### src/gso_pkg.sv
// Constants and types for the gauge shutdown timer and result register bank.
package gso_pkg;

  // ----------------------------------------------------------------------
  // Register offsets
  // ----------------------------------------------------------------------
  localparam logic [7:0] GSO_ADDR_REP_CAP      = 8'h05;
  localparam logic [7:0] GSO_ADDR_REP_PCT      = 8'h06;
  localparam logic [7:0] GSO_ADDR_AGE          = 8'h07;
  localparam logic [7:0] GSO_ADDR_UNAVAIL_CAP  = 8'h0c;
  localparam logic [7:0] GSO_ADDR_BLEND_PCT    = 8'h0d;
  localparam logic [7:0] GSO_ADDR_AVAIL_PCT    = 8'h0e;
  localparam logic [7:0] GSO_ADDR_BLEND_CAP    = 8'h0f;
  localparam logic [7:0] GSO_ADDR_FULL_CAP     = 8'h10;
  localparam logic [7:0] GSO_ADDR_SHDN_CTRL    = 8'h3f;
  localparam logic [7:0] GSO_ADDR_LAST_SAMPLE  = 8'h4c;
  localparam logic [7:0] GSO_ADDR_RIPPLE       = 8'hbc;
  localparam logic [7:0] GSO_ADDR_TICK_HIGH    = 8'hbe;

  // ----------------------------------------------------------------------
  // Field positions and reset values
  // ----------------------------------------------------------------------
  localparam int          GSO_DSEL_MSB         = 15;
  localparam int          GSO_DSEL_LSB         = 13;
  localparam int          GSO_ELAPSED_MSB      = 12;
  localparam logic [2:0]  GSO_DSEL_RST         = 3'h7;
  localparam logic [15:0] GSO_WORD_RST         = 16'h0000;
  localparam logic [12:0] GSO_ELAPSED_RST      = 13'h0000;

  // ----------------------------------------------------------------------
  // Timing: one task tick is 175.8 ms; one elapsed count is eight ticks.
  // ----------------------------------------------------------------------
  localparam int          GSO_TASK_INTERVAL_US = 175800;
  localparam logic [2:0]  GSO_TICKS_PER_COUNT_LAST = 3'h7;
  // Timeout is 2^(8+sel) ticks, i.e. 2^(5+sel) elapsed counts.
  localparam int          GSO_COUNT_BASE_EXP   = 5;

  // ----------------------------------------------------------------------
  // Arithmetic scales for full capacity and age
  // ----------------------------------------------------------------------
  localparam int          GSO_FACTOR_SHIFT     = 15;
  localparam logic [31:0] GSO_AGE_SCALE        = 32'h0000_6400;

  // Result words loaded whole by the gauge engine.
  typedef enum logic [2:0] {
    GSO_RES_REP_CAP     = 3'h0,
    GSO_RES_REP_PCT     = 3'h1,
    GSO_RES_UNAVAIL_CAP = 3'h2,
    GSO_RES_BLEND_PCT   = 3'h3,
    GSO_RES_AVAIL_PCT   = 3'h4,
    GSO_RES_RIPPLE      = 3'h5
  } gso_res_t;
  localparam int          GSO_NRES             = 6;

  // Shutdown sequence states.
  typedef enum logic [2:0] {
    GSO_ST_IDLE  = 3'b001,
    GSO_ST_COUNT = 3'b010,
    GSO_ST_OFF   = 3'b100
  } gso_state_t;

endpackage

### src/gso_shdn_timer.sv
// Shutdown delay sequencer with elapsed-time counter.
`timescale 1ns/1ns
module gso_shdn_timer
  import gso_pkg::*;
(
  input  wire logic        clk,            // System clock.
  input  wire logic        rst_b,          // Synchronous reset, active low.
  input  wire logic        task_tick,      // One pulse per task interval.
  input  wire logic        shdn_event,     // Synchronised shutdown request level.
  input  wire logic [2:0]  delay_sel,      // Shutdown delay select.
  output logic      [12:0] elapsed_count,  // Elapsed time in 1.4 s counts.
  output logic             regulator_off,  // Regulator output disabled.
  output logic             low_power       // Low-power mode entered.
);

  gso_state_t  state;
  gso_state_t  next_state;
  logic [2:0]  tick_div;
  logic [12:0] limit;
  wire         count_step = task_tick && (tick_div == GSO_TICKS_PER_COUNT_LAST);
  wire         done       = count_step && ((elapsed_count + 13'h0001) == limit);

  // Timeout in elapsed counts; the widest case, 4096, still fits 13 bits.
  assign limit = 13'h0001 << (GSO_COUNT_BASE_EXP + int'(delay_sel));

  // ----------------------------------------------------------------------
  // Sequencer
  // ----------------------------------------------------------------------
  // A request that drops before the timeout cancels the sequence.
  always_comb begin
    case (state)
      GSO_ST_IDLE:  next_state = shdn_event ? GSO_ST_COUNT : GSO_ST_IDLE;
      GSO_ST_COUNT: next_state = !shdn_event ? GSO_ST_IDLE :
                                 (done ? GSO_ST_OFF : GSO_ST_COUNT);
      GSO_ST_OFF:   next_state = GSO_ST_OFF;
      default:      next_state = GSO_ST_IDLE;
    endcase
  end

  // Counter runs only while counting and clears when the timeout ends.
  always_ff @(posedge clk) begin
    if (!rst_b) begin
      state         <= GSO_ST_IDLE;
      tick_div      <= 3'h0;
      elapsed_count <= GSO_ELAPSED_RST;
    end else begin
      state <= next_state;
      if (state != GSO_ST_COUNT || !shdn_event || done) begin
        tick_div      <= 3'h0;
        elapsed_count <= GSO_ELAPSED_RST;
      end else if (task_tick) begin
        tick_div <= tick_div + 3'h1;
        if (count_step) elapsed_count <= elapsed_count + 13'h0001;
      end
    end
  end

  assign regulator_off = (state == GSO_ST_OFF);
  assign low_power     = (state == GSO_ST_OFF);
endmodule

### src/gso_full_capacity_comp_calc.sv
// Temperature-corrected full capacity and age ratio.
`timescale 1ns/1ns
module gso_full_capacity_comp_calc
  import gso_pkg::*;
(
  input  wire logic        clk,             // System clock.
  input  wire logic        rst_b,           // Synchronous reset, active low.
  input  wire logic [15:0] full_capacity_nominal, // Nominal full capacity.
  input  wire logic [15:0] full_cap_temp_factor,  // Temperature factor, 1.0 = 0x8000.
  input  wire logic [15:0] design_capacity, // Design capacity.
  output logic      [15:0] full_capacity_comp,    // Corrected full capacity.
  output logic      [15:0] age_ratio        // Full over design, percent 8.8.
);

  wire [31:0] product  = full_capacity_nominal * full_cap_temp_factor;
  wire [31:0] scaled   = product >> GSO_FACTOR_SHIFT;
  wire [15:0] next_full = (scaled[31:16] != 16'h0000) ? 16'hffff : scaled[15:0];
  wire [31:0] age_num  = full_capacity_comp * GSO_AGE_SCALE;
  wire [31:0] age_quot = (design_capacity == 16'h0000) ? 32'h0000_0000 :
                         age_num / {16'h0000, design_capacity};
  wire [15:0] next_age = (age_quot[31:16] != 16'h0000) ? 16'hffff : age_quot[15:0];

  // Both results land as whole words; the age lags the capacity one cycle.
  always_ff @(posedge clk) begin
    if (!rst_b) begin
      full_capacity_comp <= GSO_WORD_RST;
      age_ratio          <= GSO_WORD_RST;
    end else begin
      full_capacity_comp <= next_full;
      age_ratio          <= next_age;
    end
  end
endmodule

### src/gso_bank.sv
// Gauge shutdown timer, tick counter extension and result register bank.
//
// Notes on behaviour
// - Shutdown timeout is 175.8 ms times two to the (8 plus select).
// - Delay select resets to 7, about 1.6 hours.
// - After timeout following a shutdown event, regulator turns off, low power entered.
// - Thirteen-bit elapsed counter counts 1.4 s steps since the trigger.
// - Elapsed counter stops and returns to zero when timeout completes.
// - Sixteen-bit high word extends the tick counter to thirty-two bits.
// - High word may be saved and restored when selected.
// - Reported capacity holds a smoothed copy of available capacity.
// - Charge percent words: upper byte whole percent, lower byte fraction.
// - Age holds full over design capacity, percent in 8.8 form.
// - Full capacity is nominal capacity times temperature factor.
// - Blended capacity accumulates measured current every task tick.
// - Unavailable capacity reports impedance and load losses.
// - Ripple compensation is a 16-bit internal word.
// - Last charge sample keeps the latest sampled charge value.
// - Low tick counter advances once per task interval.
`timescale 1ns/1ns
module gso_bank
  import gso_pkg::*;
(
  input  wire logic        clk,               // System clock, 20 MHz.
  input  wire logic        rst_b,             // Synchronous reset, active low.
  input  wire logic        task_tick,         // Task interval pulse, same clock.
  input  wire logic        shutdown_pin,      // Shutdown request from a pin.
  input  wire logic [7:0]  reg_addr,          // Register address.
  input  wire logic        reg_wr,            // Write strobe.
  input  wire logic [15:0] reg_wdata,         // Write data.
  input  wire logic        reg_rd,            // Read strobe.
  output logic      [15:0] reg_rdata,         // Read data, registered.
  output logic             reg_rvalid,        // Read data valid pulse.
  input  wire logic        res_wr,            // Result word load strobe.
  input  wire gso_res_t    res_sel,           // Which result word to load.
  input  wire logic [15:0] res_data,          // Result word value.
  input  wire logic [15:0] current_sample,    // Signed current per tick.
  input  wire logic [15:0] charge_sample,     // Latest sampled charge.
  input  wire logic [15:0] full_capacity_nominal, // Nominal full capacity.
  input  wire logic [15:0] full_cap_temp_factor,  // Temperature correction factor.
  input  wire logic [15:0] design_capacity,   // Design capacity.
  input  wire logic        tick_high_save_en, // High word takes part in save.
  input  wire logic        tick_high_restore, // Restore strobe for high word.
  input  wire logic [15:0] tick_high_restore_value, // Value to restore.
  output logic      [15:0] tick_high_save_value,    // Saved copy of high word.
  output logic      [15:0] tick_count_low,    // Low tick counter.
  output logic             regulator_off,     // Regulator output disabled.
  output logic             low_power          // Low-power mode entered.
);

  // ----------------------------------------------------------------------
  // Address decode
  // ----------------------------------------------------------------------
  // Address match, shared by the read mux and the write decode.
  function automatic logic gso_hit(input logic [7:0] a, input logic [7:0] off);
    gso_hit = (a == off);
  endfunction

  logic [2:0]  delay_sel;
  logic [12:0] elapsed_count;
  logic [15:0] tick_count_high;
  logic [15:0] blended_capacity;
  logic [15:0] last_charge_sample;
  logic [15:0] full_capacity_comp;
  logic [15:0] capacity_age_ratio;
  logic [15:0] result_q [GSO_NRES];
  logic        shdn_meta;
  logic        shdn_sync;
  logic [15:0] next_rdata;

  wire wr_shdn     = reg_wr && gso_hit(reg_addr, GSO_ADDR_SHDN_CTRL);
  wire wr_tick_hi  = reg_wr && gso_hit(reg_addr, GSO_ADDR_TICK_HIGH);
  wire low_wrap    = task_tick && (tick_count_low == 16'hffff);

  // ----------------------------------------------------------------------
  // Shutdown pin synchroniser
  // ----------------------------------------------------------------------
  // The pin is asynchronous, so only the second stage is read.
  always_ff @(posedge clk) begin
    if (!rst_b) begin
      shdn_meta <= 1'b0;
      shdn_sync <= 1'b0;
    end else begin
      shdn_meta <= shutdown_pin;
      shdn_sync <= shdn_meta;
    end
  end

  // ----------------------------------------------------------------------
  // Shutdown delay control
  // ----------------------------------------------------------------------
  // Only the select field is writable; the counter bits are ignored.
  always_ff @(posedge clk) begin
    if (!rst_b) begin
      delay_sel <= GSO_DSEL_RST;
    end else if (wr_shdn) begin
      delay_sel <= reg_wdata[GSO_DSEL_MSB:GSO_DSEL_LSB];
    end
  end

  gso_shdn_timer u_shdn_timer (
    .clk           (clk),
    .rst_b         (rst_b),
    .task_tick     (task_tick),
    .shdn_event    (shdn_sync),
    .delay_sel     (delay_sel),
    .elapsed_count (elapsed_count),
    .regulator_off (regulator_off),
    .low_power     (low_power)
  );

  // ----------------------------------------------------------------------
  // Tick counter and its high-word extension
  // ----------------------------------------------------------------------
  // A restore beats a host write, which beats the carry, so a restored
  // value is never bumped in the same cycle it lands.
  always_ff @(posedge clk) begin
    if (!rst_b) begin
      tick_count_low  <= GSO_WORD_RST;
      tick_count_high <= GSO_WORD_RST;
    end else begin
      if (task_tick) tick_count_low <= tick_count_low + 16'h0001;
      if (tick_high_restore && tick_high_save_en) begin
        tick_count_high <= tick_high_restore_value;
      end else if (wr_tick_hi) begin
        tick_count_high <= reg_wdata;
      end else if (low_wrap) begin
        tick_count_high <= tick_count_high + 16'h0001;
      end
    end
  end

  // Save copy shows zero unless the high word is enrolled for saving.
  assign tick_high_save_value = tick_high_save_en ? tick_count_high : 16'h0000;

  // ----------------------------------------------------------------------
  // Result words loaded by the gauge engine
  // ----------------------------------------------------------------------
  // Each word is written whole in one edge, so reads see old or new only.
  generate
    for (genvar i = 0; i < GSO_NRES; i++) begin : g_res
      always_ff @(posedge clk) begin
        if (!rst_b) begin
          result_q[i] <= GSO_WORD_RST;
        end else if (res_wr && (res_sel == gso_res_t'(i))) begin
          result_q[i] <= res_data;
        end
      end
    end
  endgenerate

  // ----------------------------------------------------------------------
  // Blended capacity and charge sample
  // ----------------------------------------------------------------------
  // Current is added as a signed step and clamped at both ends, since a
  // wrap would report a full battery as empty.
  wire [16:0] blend_sum = {1'b0, blended_capacity} + {current_sample[15], current_sample};
  wire [15:0] next_blend = current_sample[15] ? (blend_sum[16] ? 16'h0000 : blend_sum[15:0])
                                              : (blend_sum[16] ? 16'hffff : blend_sum[15:0]);

  always_ff @(posedge clk) begin
    if (!rst_b) begin
      blended_capacity   <= GSO_WORD_RST;
      last_charge_sample <= GSO_WORD_RST;
    end else if (task_tick) begin
      blended_capacity   <= next_blend;
      last_charge_sample <= charge_sample;
    end
  end

  gso_full_capacity_comp_calc u_full_capacity_comp_calc (
    .clk                   (clk),
    .rst_b                 (rst_b),
    .full_capacity_nominal (full_capacity_nominal),
    .full_cap_temp_factor  (full_cap_temp_factor),
    .design_capacity       (design_capacity),
    .full_capacity_comp    (full_capacity_comp),
    .age_ratio             (capacity_age_ratio)
  );

  // ----------------------------------------------------------------------
  // Read mux
  // ----------------------------------------------------------------------
  // Capacity words are 0.5 mAh counts; percent words are 8.8 fixed point.
  // Unmapped addresses read as zero.
  always_comb begin
    next_rdata = 16'h0000;
    if (gso_hit(reg_addr, GSO_ADDR_REP_CAP))     next_rdata = result_q[0];
    if (gso_hit(reg_addr, GSO_ADDR_REP_PCT))     next_rdata = result_q[1];
    if (gso_hit(reg_addr, GSO_ADDR_AGE))         next_rdata = capacity_age_ratio;
    if (gso_hit(reg_addr, GSO_ADDR_UNAVAIL_CAP)) next_rdata = result_q[2];
    if (gso_hit(reg_addr, GSO_ADDR_BLEND_PCT))   next_rdata = result_q[3];
    if (gso_hit(reg_addr, GSO_ADDR_AVAIL_PCT))   next_rdata = result_q[4];
    if (gso_hit(reg_addr, GSO_ADDR_BLEND_CAP))   next_rdata = blended_capacity;
    if (gso_hit(reg_addr, GSO_ADDR_FULL_CAP))    next_rdata = full_capacity_comp;
    if (gso_hit(reg_addr, GSO_ADDR_SHDN_CTRL))   next_rdata = {delay_sel, elapsed_count};
    if (gso_hit(reg_addr, GSO_ADDR_LAST_SAMPLE)) next_rdata = last_charge_sample;
    if (gso_hit(reg_addr, GSO_ADDR_RIPPLE))      next_rdata = result_q[5];
    if (gso_hit(reg_addr, GSO_ADDR_TICK_HIGH))   next_rdata = tick_count_high;
  end

  // Read data is captured on the strobe and held until the next read.
  always_ff @(posedge clk) begin
    if (!rst_b) begin
      reg_rdata  <= GSO_WORD_RST;
      reg_rvalid <= 1'b0;
    end else begin
      reg_rvalid <= reg_rd;
      if (reg_rd) reg_rdata <= next_rdata;
    end
  end
endmodule

### config.mk
export PLATFORM = sky130hd
export DESIGN_NAME = gso_bank
export DESIGN_NICKNAME = d
export VERILOG_FILES = /design/src/gso_pkg.sv /design/src/gso_shdn_timer.sv /design/src/gso_full_capacity_comp_calc.sv /design/src/gso_bank.sv
export SDC_FILE = /design/constraint.sdc
export NUM_CORES = 2
export LEC_CHECK = 0
export BUFFER_PORTS_ARGS = -buffer_cell sky130_fd_sc_hd__buf_2
export CAP_MARGIN = 10
export CORE_ASPECT_RATIO = 1.2
export CORE_MARGIN = 4
export CORE_UTILIZATION = 30
export DETAILED_ROUTE_END_ITERATION = 6
export PLACE_DENSITY = 0.49
export SLEW_MARGIN = 0
export SYNTH_ARGS = -nofsm -noshare
export SYNTH_HDL_FRONTEND = slang
export SYNTH_SLANG_ARGS = --single-unit
### constraint.sdc
create_clock -name clk -period 230.4 [get_ports clk]
set_input_delay 46.08 -clock clk [delete_from_list [all_inputs] [get_ports clk]]
set_output_delay 46.08 -clock clk [all_outputs]
set_load 0.005 [all_outputs]
==> metrics.cfg <==
[status]
status = finished clean

[final_layout]
drive_gt1_share_pct = 8.956
multi_input_area_um2 = 38130
seq_area_um2 = 5625
synthToLayoutAreaGrowth_pct = 8.654
layout.nets = 6957
fill_cells = 16236

[sta]
fmax_mhz = 7.004
finalSetupViolations = 0
tns_ns = 0
slew_headroom_pct = 21.66
slew_violations = 0
period_needed_ns = 142.78
worstMarginPinSlew_ns = 1.172
final.setup_skew_ns = 0.03516
rsz0062_at_grt = no
hold_viol_final = 0
finalCritPeriodShare_pct = 61.97

[worst_setup_path]
critical_path.startpoint = design_capacity[13]
critPathCaptureType = register
path_max_fanout = 38
r2r-start = u_full_capacity_comp_calc.full_capacity_comp[2]
rrSetupSlack_ns = 130.32
critPathRequiredTime_ns = 230.83
reg2reg_depth = 425
arrival_ns = 143.21
crit_type = in2reg
crit_path_frequent_cell = o21a_1
critPathLaunchType = input pin
slowest_stage = a2111oi_0
reg2reg_to = u_full_capacity_comp_calc.age_ratio[0]
crit_path_max_incr_delay_ns = 0.87

[cts]
cts.path.max_buffers = 3
clkSinkCount = 233
cts_resized = 0
cts_buffers = 27
h-tree-depth = 1
postCtsSetupBuffers = 0
ctsHoldBuffers = 0
clock_latency_ns = 0.59
cts-root-buf = clkbuf_16
clkTransAtPathRegs_ns = 0.08
tritoncts = built

[grt]
grt_util_all_layers_pct = 19.54
use_met1_pct = 26.04
grtUsageMet2_pct = 33.33
grt_pass1_vias = 43294
grt_pass1_wl_mm = 252.2
grt_overflow = 0
grt_max_degree = 63
grt.busiest_layer = met2
antenna_found_initial = 22
gr-usage-met3_pct = 2.278

[die]
die_area_um2 = 160100
start_util_pct = 30.23
rows = 157
fp.dieW_um = 366.0
ios = 199
core_area_um2 = 152600
die_h_um = 437.6

[routing]
routedWlPerCell_um = 20.32
vias = 44477
vias_per_cell = 5.516
first_pass_iters = 6
ant_nets = 0
drc = 0
drt_iter0_markers = 3061
wl_mm = 163.9

[place]
gp_congestion = 0.9157
io_buffer_count = 198
hpwl_mm = 129.9

[yosys]
synth_top_family_by_area = compound AO/OA/AOI/OAI gates
syn_nets = 6882
ys.flop_type = dfxtp_1
synth_xor_xnor_area_share_pct = 6.048
netlist_top_cells_count = 570 x nor2_1, 561 x ha_1, 499 x nand2_1
synth-seq-cells = 233
syn-cell-area_um2 = 46130
ys.warnings.count = 0
muxShareOfSynthArea_pct = 3.626
synth-simple-area-share_pct = 23.60
synth_top_area_share_pct = 15.21
yosysMostFrequentCell = nor2_1
synth_area_leader_cell = ha_1
synthAdderAreaFrac_pct = 24.50
synth.area.top_cells = ha_1 15%, fa_1 8.9%, edfxtp_1 6.2%
synth.yosys.seq_area_share_pct = 12.19
synth_compound_area_share_pct = 24.73
post_synth.cell_area_avg_um2 = 7.732
synth_edf_count = 96
syn_inst = 5967
async_reset_ff_share_pct = 0
ys_types = 121

[min_path]
hp-start = shdn_meta
worstHoldEndpoint = shdn_sync
hold_class = reg2reg
holdPathStages = 1

[flow_run]
drv_cap = 0

==> through the flow <==
step | cell area, um^2 | util [%] | hold slack [ns] | instances | setup slack, ns
4_1_cts | 50080 | 32.81 | 0.4571 | 8049 | 88.22
6_report | 50130 | 32.84 | 0.4437 | 8063 | 87.62
3_3_place_gp | 49200 | 32.23 | 0.4397 | 7999 | 89.67
2_1_floorplan | 46130 | - | 0.4119 | 5967 | 98.63
5_1_grt | 50100 | 32.82 | 0.4931 | 8051 | 79.89
3_5_place_dp | 49200 | 32.23 | 0.4426 | 7999 | 87.97
==> cell type report <==
class / count / share of cell area (%)
multi-input cells: 5113 / 76.07
flip-flops and latches: 233 / 11.22
well taps: 1987 / 4.960
inverters: 414 / 3.103
repair buffers: 253 / 2.808
clock buffers: 39 / 1.518
clock inverters: 11 / 0.2521
diodes: 13 / 0.06490
==> layer usage <==
metal,vias to the layer above,share of wire (%)
li1,21841,-
met1,21339,45
met2,1038,47
met3,249,4.9
met4,10,3.0
met5,-,0.036
==> registers in the layout, summed over array words and instances, names as in the netlist <==
register,cells
result_q,96
blended_capacity,16
last_charge_sample,16
reg_rdata,16
tick_count_high,16
tick_count_low,16
u_full_capacity_comp_calc.age_ratio,16
u_full_capacity_comp_calc.full_capacity_comp,16
u_shdn_timer.elapsed_count,13
delay_sel,3
u_shdn_timer.state,3
u_shdn_timer.tick_div,3
reg_rvalid,1
shdn_meta,1
shdn_sync,1
==> logic make-up after synthesis <==
kind of cell | after synthesis
buffers and inverters | 621
DFF | 233
AOI/OAI and AO/OA | 1681
adders and majority gates | 783
muxes | 155
and+or+nand+nor | 2177
xor gates and xnor gates | 317
==> layout by cell type (no fill, tap or decap), drive strengths merged, types with 63 or more instances in the layout <==
master,count
a211oi,72
a21o,149
a21oi,426
and2,251
buf,253
dfxtp,137
edfxtp,96
fa,206
ha,561
inv,412
mux2,97
nand2,500
nand2b,82
nand3,158
nand4,63
nor2,573
nor3,212
o21a,196
o21ai,282
o31ai,89
xnor2,178
xor2,138
==> worst max-delay path, delay by kind of cell <==
| family | cells | cell delay [ns] |
|---|---|---|
| AOI/OAI and AO/OA | 240 | 55.21 |
| adders and majority gates | 32 | 9.54 |
| buffers and inverters | 19 | 4.27 |
| muxes | 7 | 2.89 |
| and+or+nand+nor | 118 | 25.06 |
==> worst max path at each step <==
stage                                        endpoint  slack, ns  depth (start not counted)
2_1_floorplan  u_full_capacity_comp_calc.age_ratio[0]      98.63                        441
3_3_place_gp   u_full_capacity_comp_calc.age_ratio[0]      89.67                        415
3_5_place_dp   u_full_capacity_comp_calc.age_ratio[0]      87.97                        414
4_1_cts        u_full_capacity_comp_calc.age_ratio[0]      88.22                        414
5_1_grt        u_full_capacity_comp_calc.age_ratio[0]      79.89                        417
6_report       u_full_capacity_comp_calc.age_ratio[0]      87.62                        416
Power is not shown: default switching activity piles up to over one toggle a cycle in this logic, so the estimate is an artifact.
